===== src/design/regbank_pkg.sv =====
/*
 Holds the register map, field positions, reset values and conversion constants of the regulator level bank.
 Assumes every user refers to these names through the package scope.
*/
package regbank_pkg;
    // Byte offsets on the register port.
    localparam logic [7:0] CORE2_PRIMARY_OFFSET = 8'h25;
    localparam logic [7:0] CORE2_ALT_OFFSET = 8'h26;
    localparam logic [7:0] EXT_POWER_OFFSET = 8'h27;
    localparam logic [7:0] EXT_PRIMARY_OFFSET = 8'h28;
    localparam logic [7:0] EXT_ALT_OFFSET = 8'h29;
    localparam logic [7:0] LIN_ONE_OFFSET = 8'h30;
    localparam logic [7:0] LIN_TWO_OFFSET = 8'h31;
    localparam logic [7:0] PATH_SEL_OFFSET = 8'h3F;
    // Field positions.
    localparam int APPLY_ALT_BIT = 7;
    localparam int PATH_CHOICE_BIT = 0;
    // Reset values; EXT_ALT_RESET is for the one level field that no boot image covers.
    localparam logic [7:0] EXT_ALT_RESET = 8'h03;
    localparam logic [7:0] ZERO_RESET = 8'h00;
    // Core rail two level coding, limits in millivolts, step and base in microvolts.
    localparam logic [6:0] CORE2_MIN_CODE = 7'h03;
    localparam logic [6:0] CORE2_MAX_CODE = 7'h4B;
    localparam logic [15:0] CORE2_MIN_MV = 16'h0258;
    localparam logic [15:0] CORE2_MAX_MV = 16'h05DC;
    localparam int CORE2_STEP_UV = 12500;
    localparam int CORE2_BASE_UV = 562500;
    // External converter divider coding: ratio = num / den.
    localparam logic [6:0] EXT_UNITY_CODE = 7'h03;
    localparam logic [6:0] EXT_MAX_CODE = 7'h43;
    localparam logic [7:0] EXT_NUM = 8'h30;
    localparam logic [7:0] EXT_DEN_BASE = 8'h2D;
    localparam logic [7:0] EXT_SAT_NUM = 8'h03;
    localparam logic [7:0] EXT_SAT_DEN = 8'h07;
    // Linear regulator coding, millivolts.
    localparam logic [5:0] LIN_FLOOR_CODE = 6'h04;
    localparam logic [5:0] LIN_MAX_CODE = 6'h32;
    localparam logic [15:0] LIN_FLOOR_MV = 16'h03E8;
    localparam logic [15:0] LIN_STEP_MV = 16'h0032;
endpackage


===== src/design/regulator_level_registers.sv =====
/*
 Byte-wide control register bank for the second core rail, the external converter link and two linear regulators.
 Assumes both register ports are synchronous to CLK, one access per port per cycle, boot values stable at BOOT_LOAD.
*/
`timescale 1ns/1ps
module regulator_level_registers (
    input wire logic CLK,
    input wire logic RESETN,
    input wire logic BOOT_LOAD,
    input wire logic [7:0] BOOT_CORE2_PRIMARY,
    input wire logic [7:0] BOOT_CORE2_ALT,
    input wire logic [1:0] BOOT_EXT_MODE,
    input wire logic [7:0] BOOT_EXT_PRIMARY,
    input wire logic [7:0] BOOT_LIN_ONE,
    input wire logic [7:0] BOOT_LIN_TWO,
    input wire logic [1:0] CORE2_GAIN,
    input wire logic CTL_WR,
    input wire logic CTL_RD,
    input wire logic [7:0] CTL_ADDR,
    input wire logic [7:0] CTL_WDATA,
    output logic [7:0] CTL_RDATA,
    input wire logic SCL_WR,
    input wire logic SCL_RD,
    input wire logic [7:0] SCL_ADDR,
    input wire logic [7:0] SCL_WDATA,
    output logic [7:0] SCL_RDATA,
    output logic [15:0] CORE2_LEVEL_MV,
    output logic EXT_ON,
    output logic EXT_ENABLE,
    output logic [7:0] EXT_RATIO_NUM,
    output logic [7:0] EXT_RATIO_DEN,
    output logic [15:0] LIN_ONE_MV,
    output logic LIN_ONE_ON,
    output logic LIN_ONE_SLEEP,
    output logic [15:0] LIN_TWO_MV,
    output logic LIN_TWO_ON,
    output logic LIN_TWO_SLEEP
);
    logic [7:0] core2_primary_q, core2_primary_d;
    logic [6:0] core2_alternate_level_q, core2_alternate_level_d;
    logic [1:0] ext_converter_power_q, ext_converter_power_d;
    logic [7:0] ext_converter_primary_level_q, ext_converter_primary_level_d;
    logic [6:0] ext_converter_alternate_level_q, ext_converter_alternate_level_d;
    logic [7:0] linear_reg_one_ctl_q, linear_reg_one_ctl_d;
    logic [7:0] linear_reg_two_ctl_q, linear_reg_two_ctl_d;
    logic path_choice_bit_q, path_choice_bit_d;
    logic [15:0] core2_mv_q;
    logic ext_enable_q;
    logic [7:0] ext_num_q, ext_den_q;
    logic [7:0] ctl_rdata_q, scl_rdata_q;

    // The voltage-scaling port owns the level registers when the path choice bit is set.
    wire scl_owns = path_choice_bit_q;
    wire ctl_owns = ~path_choice_bit_q;

    // Write strobes for registers shared between the two ports.
    wire ctl_wr_lvl = CTL_WR & ctl_owns;
    wire scl_wr_lvl = SCL_WR & scl_owns;
    wire [7:0] lvl_addr = scl_wr_lvl ? SCL_ADDR : CTL_ADDR;
    wire [7:0] lvl_data = scl_wr_lvl ? SCL_WDATA : CTL_WDATA;
    wire lvl_wr = ctl_wr_lvl | scl_wr_lvl;
    wire wr_core2_primary = lvl_wr & (lvl_addr == regbank_pkg::CORE2_PRIMARY_OFFSET);
    wire wr_core2_alt = lvl_wr & (lvl_addr == regbank_pkg::CORE2_ALT_OFFSET);
    wire wr_ext_primary = lvl_wr & (lvl_addr == regbank_pkg::EXT_PRIMARY_OFFSET);
    wire wr_ext_alt = lvl_wr & (lvl_addr == regbank_pkg::EXT_ALT_OFFSET);

    // Mode, linear regulator and path registers answer only on the control port.
    wire wr_ext_power = CTL_WR & (CTL_ADDR == regbank_pkg::EXT_POWER_OFFSET);
    wire wr_lin_one = CTL_WR & (CTL_ADDR == regbank_pkg::LIN_ONE_OFFSET);
    wire wr_lin_two = CTL_WR & (CTL_ADDR == regbank_pkg::LIN_TWO_OFFSET);
    wire wr_path = CTL_WR & (CTL_ADDR == regbank_pkg::PATH_SEL_OFFSET);

    // Next values: a host write wins over a boot reload in the same cycle, since software acts later in intent.
    always_comb begin
        core2_primary_d = core2_primary_q;
        core2_alternate_level_d = core2_alternate_level_q;
        ext_converter_power_d = ext_converter_power_q;
        ext_converter_primary_level_d = ext_converter_primary_level_q;
        ext_converter_alternate_level_d = ext_converter_alternate_level_q;
        linear_reg_one_ctl_d = linear_reg_one_ctl_q;
        linear_reg_two_ctl_d = linear_reg_two_ctl_q;
        path_choice_bit_d = path_choice_bit_q;
        if (BOOT_LOAD) begin
            core2_primary_d = BOOT_CORE2_PRIMARY;
            core2_alternate_level_d = BOOT_CORE2_ALT[6:0];
            ext_converter_power_d = BOOT_EXT_MODE;
            ext_converter_primary_level_d = BOOT_EXT_PRIMARY;
            linear_reg_one_ctl_d = BOOT_LIN_ONE;
            linear_reg_two_ctl_d = BOOT_LIN_TWO;
        end
        if (wr_core2_primary) begin
            core2_primary_d = lvl_data;
        end
        if (wr_core2_alt) begin
            core2_alternate_level_d = lvl_data[6:0];
        end
        if (wr_ext_primary) begin
            ext_converter_primary_level_d = lvl_data;
        end
        if (wr_ext_alt) begin
            ext_converter_alternate_level_d = lvl_data[6:0];
        end
        if (wr_ext_power) begin
            ext_converter_power_d = CTL_WDATA[1:0];
        end
        if (wr_lin_one) begin
            linear_reg_one_ctl_d = CTL_WDATA;
        end
        if (wr_lin_two) begin
            linear_reg_two_ctl_d = CTL_WDATA;
        end
        if (wr_path) begin
            path_choice_bit_d = CTL_WDATA[regbank_pkg::PATH_CHOICE_BIT];
        end
    end

    // Register storage; boot values arrive through BOOT_LOAD after reset release, never at reset itself.
    always_ff @(posedge CLK or negedge RESETN) begin
        if (!RESETN) begin
            core2_primary_q <= regbank_pkg::ZERO_RESET;
            core2_alternate_level_q <= 7'h00;
            ext_converter_power_q <= 2'h0;
            ext_converter_primary_level_q <= regbank_pkg::ZERO_RESET;
            ext_converter_alternate_level_q <= regbank_pkg::EXT_ALT_RESET[6:0];
            linear_reg_one_ctl_q <= regbank_pkg::ZERO_RESET;
            linear_reg_two_ctl_q <= regbank_pkg::ZERO_RESET;
            path_choice_bit_q <= 1'b0;
        end else begin
            core2_primary_q <= core2_primary_d;
            core2_alternate_level_q <= core2_alternate_level_d;
            ext_converter_power_q <= ext_converter_power_d;
            ext_converter_primary_level_q <= ext_converter_primary_level_d;
            ext_converter_alternate_level_q <= ext_converter_alternate_level_d;
            linear_reg_one_ctl_q <= linear_reg_one_ctl_d;
            linear_reg_two_ctl_q <= linear_reg_two_ctl_d;
            path_choice_bit_q <= path_choice_bit_d;
        end
    end

    // Read multiplexer; reserved bits are padded with zero.
    function automatic logic [7:0] read_mux(input logic [7:0] addr, input logic lvl_ok, input logic ctl_port);
        logic [7:0] r;
        r = 8'h00;
        if (lvl_ok && addr == regbank_pkg::CORE2_PRIMARY_OFFSET) begin
            r = core2_primary_q;
        end else if (lvl_ok && addr == regbank_pkg::CORE2_ALT_OFFSET) begin
            r = {1'b0, core2_alternate_level_q};
        end else if (lvl_ok && addr == regbank_pkg::EXT_PRIMARY_OFFSET) begin
            r = ext_converter_primary_level_q;
        end else if (lvl_ok && addr == regbank_pkg::EXT_ALT_OFFSET) begin
            r = {1'b0, ext_converter_alternate_level_q};
        end else if (ctl_port && addr == regbank_pkg::EXT_POWER_OFFSET) begin
            r = {6'h00, ext_converter_power_q};
        end else if (ctl_port && addr == regbank_pkg::LIN_ONE_OFFSET) begin
            r = linear_reg_one_ctl_q;
        end else if (ctl_port && addr == regbank_pkg::LIN_TWO_OFFSET) begin
            r = linear_reg_two_ctl_q;
        end else if (ctl_port && addr == regbank_pkg::PATH_SEL_OFFSET) begin
            r = {7'h00, path_choice_bit_q};
        end
        return r;
    endfunction

    // A process rather than a continuous assignment, so the mux also follows the registers read inside the function.
    logic [7:0] ctl_rd_d, scl_rd_d;
    always_comb begin
        ctl_rd_d = read_mux(CTL_ADDR, ctl_owns, 1'b1);
        scl_rd_d = read_mux(SCL_ADDR, scl_owns, 1'b0);
    end

    // Read data are captured on the edge that samples the strobe and then held.
    always_ff @(posedge CLK or negedge RESETN) begin
        if (!RESETN) begin
            ctl_rdata_q <= 8'h00;
            scl_rdata_q <= 8'h00;
        end else begin
            if (CTL_RD) ctl_rdata_q <= ctl_rd_d;
            if (SCL_RD) scl_rdata_q <= scl_rd_d;
        end
    end

    // Core rail two: the apply bit picks the active code.
    wire [6:0] core2_code = core2_primary_q[regbank_pkg::APPLY_ALT_BIT] ? core2_alternate_level_q
                                                                          : core2_primary_q[6:0];
    // Formula in microvolts, then scaled to millivolts; 12.5 mV steps stay exact at 0.5 mV rounding down.
    wire [31:0] core2_uv = 32'(core2_code) * 32'(regbank_pkg::CORE2_STEP_UV) + 32'(regbank_pkg::CORE2_BASE_UV);
    wire [15:0] core2_lin_mv = 16'(core2_uv / 32'd1000);
    wire [2:0] gain = (CORE2_GAIN == 2'h3) ? 3'h3 : (CORE2_GAIN == 2'h2) ? 3'h2 : 3'h1;
    wire [15:0] core2_req_d = (core2_code == 7'h00) ? 16'h0000 :
                              (core2_code < regbank_pkg::CORE2_MIN_CODE) ? regbank_pkg::CORE2_MIN_MV :
                              (core2_code >= regbank_pkg::CORE2_MAX_CODE) ? regbank_pkg::CORE2_MAX_MV :
                              16'(core2_lin_mv * 16'(gain));

    // External converter: active code from primary or alternate register.
    wire [6:0] ext_code = ext_converter_primary_level_q[regbank_pkg::APPLY_ALT_BIT]
                          ? ext_converter_alternate_level_q : ext_converter_primary_level_q[6:0];
    wire ext_on_d = ext_converter_power_q[0];
    wire ext_unity = (ext_code <= regbank_pkg::EXT_UNITY_CODE);
    wire ext_sat = (ext_code >= regbank_pkg::EXT_MAX_CODE);
    wire [7:0] ext_num_d = ext_unity ? 8'h01 : ext_sat ? regbank_pkg::EXT_SAT_NUM : regbank_pkg::EXT_NUM;
    wire [7:0] ext_den_d = ext_unity ? 8'h01 : ext_sat ? regbank_pkg::EXT_SAT_DEN
                                             : 8'(regbank_pkg::EXT_DEN_BASE + 8'(ext_code));
    wire ext_enable_d = ext_on_d & (ext_code != 7'h00);

    // Output registers for the derived requests.
    always_ff @(posedge CLK or negedge RESETN) begin
        if (!RESETN) begin
            core2_mv_q <= 16'h0000;
            ext_enable_q <= 1'b0;
            ext_num_q <= 8'h01;
            ext_den_q <= 8'h01;
        end else begin
            core2_mv_q <= core2_req_d;
            ext_enable_q <= ext_enable_d;
            ext_num_q <= ext_num_d;
            ext_den_q <= ext_den_d;
        end
    end

    rail_mode_decode ext_mode (
        .clk(CLK),
        .resetn(RESETN),
        .rail_on_mode(ext_converter_power_q),
        .on_q(EXT_ON),
        .low_power_q()
    );

    // Linear regulator modes: 01 active, 11 sleep, otherwise off.
    rail_mode_decode lin_one_mode (
        .clk(CLK),
        .resetn(RESETN),
        .rail_on_mode(linear_reg_one_ctl_q[1:0]),
        .on_q(LIN_ONE_ON),
        .low_power_q(LIN_ONE_SLEEP)
    );

    rail_mode_decode lin_two_mode (
        .clk(CLK),
        .resetn(RESETN),
        .rail_on_mode(linear_reg_two_ctl_q[1:0]),
        .on_q(LIN_TWO_ON),
        .low_power_q(LIN_TWO_SLEEP)
    );

    linear_level_map lin_one_level (
        .clk(CLK),
        .resetn(RESETN),
        .level_code(linear_reg_one_ctl_q[7:2]),
        .level_mv_q(LIN_ONE_MV)
    );

    linear_level_map lin_two_level (
        .clk(CLK),
        .resetn(RESETN),
        .level_code(linear_reg_two_ctl_q[7:2]),
        .level_mv_q(LIN_TWO_MV)
    );

    assign CTL_RDATA = ctl_rdata_q;
    assign SCL_RDATA = scl_rdata_q;
    assign CORE2_LEVEL_MV = core2_mv_q;
    assign EXT_ENABLE = ext_enable_q;
    assign EXT_RATIO_NUM = ext_num_q;
    assign EXT_RATIO_DEN = ext_den_q;
endmodule


===== src/design/rail_mode_decode.sv =====
/*
 Decodes a two-bit rail on mode field into on and low-power flags, registered.
 Assumes a single clock and an active-low asynchronous reset.
*/
`timescale 1ns/1ps
module rail_mode_decode (
    input wire logic clk,
    input wire logic resetn,
    input wire logic [1:0] rail_on_mode,
    output logic on_q,
    output logic low_power_q
);
    // Bit 0 alone decides on; bit 1 only matters when on.
    wire on_d = rail_on_mode[0];
    wire low_power_d = rail_on_mode[0] & rail_on_mode[1];

    // Registered so the outputs of the top stay flip-flop driven.
    always_ff @(posedge clk or negedge resetn) begin
        if (!resetn) begin
            on_q <= 1'b0;
            low_power_q <= 1'b0;
        end else begin
            on_q <= on_d;
            low_power_q <= low_power_d;
        end
    end
endmodule


===== src/design/linear_level_map.sv =====
/*
 Maps a six-bit linear regulator level code to a requested voltage in millivolts, registered.
 Assumes a single clock and an active-low asynchronous reset.
*/
`timescale 1ns/1ps
module linear_level_map (
    input wire logic clk,
    input wire logic resetn,
    input wire logic [5:0] level_code,
    output logic [15:0] level_mv_q
);
    // Codes at or under the floor all ask for the floor voltage; codes past the top clamp there.
    wire [5:0] clamped = (level_code > regbank_pkg::LIN_MAX_CODE) ? regbank_pkg::LIN_MAX_CODE : level_code;
    wire [5:0] steps = (clamped > regbank_pkg::LIN_FLOOR_CODE) ? 6'(clamped - regbank_pkg::LIN_FLOOR_CODE) : 6'h00;
    wire [15:0] level_d = 16'(regbank_pkg::LIN_FLOOR_MV + 16'(steps) * regbank_pkg::LIN_STEP_MV);

    // One step per code above the floor.
    always_ff @(posedge clk or negedge resetn) begin
        if (!resetn) begin
            level_mv_q <= 16'h0000;
        end else begin
            level_mv_q <= level_d;
        end
    end
endmodule


===== config.mk =====
export PLATFORM = sky130hd
export DESIGN_NAME = regulator_level_registers
export DESIGN_NICKNAME = d
export VERILOG_FILES = /design/src/design/regbank_pkg.sv /design/src/design/regulator_level_registers.sv /design/src/design/rail_mode_decode.sv /design/src/design/linear_level_map.sv
export SDC_FILE = /design/constraint.sdc
export NUM_CORES = 1
export LEC_CHECK = 0
export BUFFER_PORTS_ARGS = -buffer_cell sky130_fd_sc_hd__buf_2
export CORE_ASPECT_RATIO = 1.2
export CORE_MARGIN = 5
export CORE_UTILIZATION = 65
export DETAILED_ROUTE_END_ITERATION = 10
export HOLD_SLACK_MARGIN = 0.1
export PLACE_DENSITY = 0.88
export SLEW_MARGIN = 20
export SYNTH_ARGS = -nofsm -noshare
export SYNTH_HDL_FRONTEND = slang
export SYNTH_SLANG_ARGS = --single-unit

===== constraint.sdc =====
create_clock -name CLK -period 38.8 [get_ports CLK]
set_clock_uncertainty 0.2 [all_clocks]
set_input_delay 3.88 -clock CLK [delete_from_list [all_inputs] [get_ports CLK]]
set_output_delay 3.88 -clock CLK [all_outputs]
set_load 0.1 [all_outputs]

==> run metrics <==
RSZ-0062 raised after global routing false; Die Height 166 um; Largest register FFs 15; I/O pins 169; Critical-path top delay cell xor2_1; Setup crit end kind flop; crit path from core2_primary_q[7]; postcts setup bufs 0; run status finished clean; Async S/R FF share, synth 100%; Place WS roughly 23 ns; Vias/cell 6.69; CTS root buf clkbuf_16; R2R Path End CORE2_LEVEL_MV[13]; Post-Layout Cell Count 1940; Seq/Total Area, Yosys 23.0%; gr ovfl total 0; R2R setup slack 23.03 ns; Cell Area, Synth 0.0132 sq mm; Port Buf Inserts 154; layout cells sized above 1 a little under a fifth; CTS tree built; post-synthesis mux area share 5.96%; worst r2r src core2_primary_q[7]; width of the chip 140 um; first-pass GRT wire length 63.8 mm; area of the core about 0.020 sq mm; maxcap violations 0; fin. max-slew vios 0; Slew HR 28.7%; Initial Util 65.4%; vias in the first global route between 10000 and 15000; crit path launch type flop; post-synthesis compound-gate area fraction 27.6%; Hold Fails Final Rpt 0; cts bufs inserted 17; largest family of logic cells by synthesized area compound AO/OA/AOI/OAI gates; clock tree buffer depth 2; top_reg_cell synth dfrtp_1; Avg Cell Area, Syn 8.61 sq um; cell mode on critical path a21oi_1; FP Rows 57; Nets 1880; CP Data Arrival Time around 16 ns; # setup viols final 0; die area 0.0232 sq mm; largest net degree at the start of global routing 67; ANT nets after route 0; Synth Warn # 0; Final Cell Area 0.0147 sq mm; Worst Path Required 38.91 ns; final worst-path cycle share 40.6%; CP max stage delay 0.80 ns; Hold Path Origin linear_reg_two_ctl_q[0]; commonest non-fill, non-tap cells in the layout 153 x nor2_1, 153 x buf_2, 126 x a21oi_1, 126 x ha_1, 117 x dfrtp_1; Post-Synth Adder-Cell Area 13.9%; Clock Sinks 121; htree depth 4; clk_lat worst skew roughly 0.43 ns; total negative slack 0 ns; Worst Hold Class reg2reg; Setup Crit Path Kind reg2reg; GPL Wtd Cong 0.946; Peak Freq 63.4 MHz; Avg WL per Cell about 20 um; Post-Synth XOR/XNOR Area 6.56%; GRT Total Usage 32.9%; Area Growth Syn to Fin 11.4%; simple-gate area share of the yosys netlist about a fifth; hold path depth 0; DR pass1 iterations 10; Clk pin slew, worst setup/hold paths 0.07 ns; Residual DRC 0; worst-path fanout max 12; worst slew pin tran 1.07 ns; final WL 38.8 mm; placed cell area about 0.014 sq mm; post-synthesis cell type count 125; FF+latch count, synth 121; slack of the critical path ~23 ns; Tmin final roughly 16 ns; First DRT Iteration DRCs 1298; initial antenna violation count 2; routed via count between 10000 and 15000; DP Wirelength 29.0 mm; reg2reg path depth 52; Post-CTS Hold Buffers 0; Hold Path End lin_two_mode.on_q; Post-Synthesis Cells 1528; cts repair resizes 0; dpl cells 1906; Post-synth EDFFs 0
per-layer routing:
metal  global-route usage, %  routed length (um)  up-vias
met5                       0                   7        -
met4                    14.0                1800        2
met3                    6.80                3150      156
met2                    58.1               19700      704
met1                    38.4               14100     6141
li1                        -                   -     5972
cells in the mapped netlist, types with 11 or more instances:
cell	count	area share (%)
o211ai_1	20	1.1
ha_1	126	12
a21oi_1	126	4.8
o21ai_0	48	1.8
a21o_1	15	0.86
inv_1	58	1.7
and2_1	20	0.95
xnor2_1	64	4.3
nand3_1	36	1.4
mux2i_1	49	3.7
nor2b_1	30	1.4
xor2_1	24	1.6
a31oi_1	27	1.3
nor3_1	39	1.5
mux2_2	21	1.8
a22oi_1	25	1.4
o21bai_1	11	0.63
buf_4	19	1.1
clkbuf_1	25	0.71
nor2_1	154	4.4
and3_1	11	0.52
o21a_1	20	1.1
dfrtp_1	117	22
nand4_1	12	0.57
nand2_1	101	2.9
a211oi_1	30	1.7
logic make-up (layout without fill, tap and decap cells):
family	after synthesis	count (layout)
flip-flops	121	121
XOR/XNOR	93	93
other	1	17
buffers and inverters	123	254
AND/OR/NAND/NOR	489	489
AO/OA/AOI/OAI	486	486
adder cells (fa/ha/maj)	141	141
multiplexers	74	74
stage by stage:
step	hold WS [ns]	util (%)
after floorplan	0.181	-
after global placement	0.228	69.8
after detailed placement	0.227	69.8
after CTS	0.250	72.8
after global routing	0.277	72.9
final	0.260	72.9
worst max path at each step:
stage                                    end  slack [ns]
final                     CORE2_LEVEL_MV[13]       23.03
after global routing      CORE2_LEVEL_MV[13]       22.06
after CTS                 CORE2_LEVEL_MV[13]       22.79
after detailed placement  CORE2_LEVEL_MV[13]       22.84
after global placement    CORE2_LEVEL_MV[13]       23.03
after floorplan           CORE2_LEVEL_MV[13]       25.57
worst max-delay path: cells and delay by family (launching register included):
family	cells	cell delay [ns]
xor+xnor	2	1.18
flops	1	0.72
buf+inv	1	0.22
simple gates	12	1.69
compound gates	28	8.08
fa+ha+maj	8	3.06
mux	1	0.46
final cells by class:
type                    instances  area [sq um]
diodes                          1          2.50
clock buffers                  17           425
clock inverters                15           174
fillers                      1495          5450
inverters                      60           225
multi-input cells            1299          9630
flip-flops and latches        121          3030
well taps                     265           332
repair buffers                162           837
Power is not shown: default switching activity piles up to over one toggle a cycle in this logic, so the estimate is an artifact.
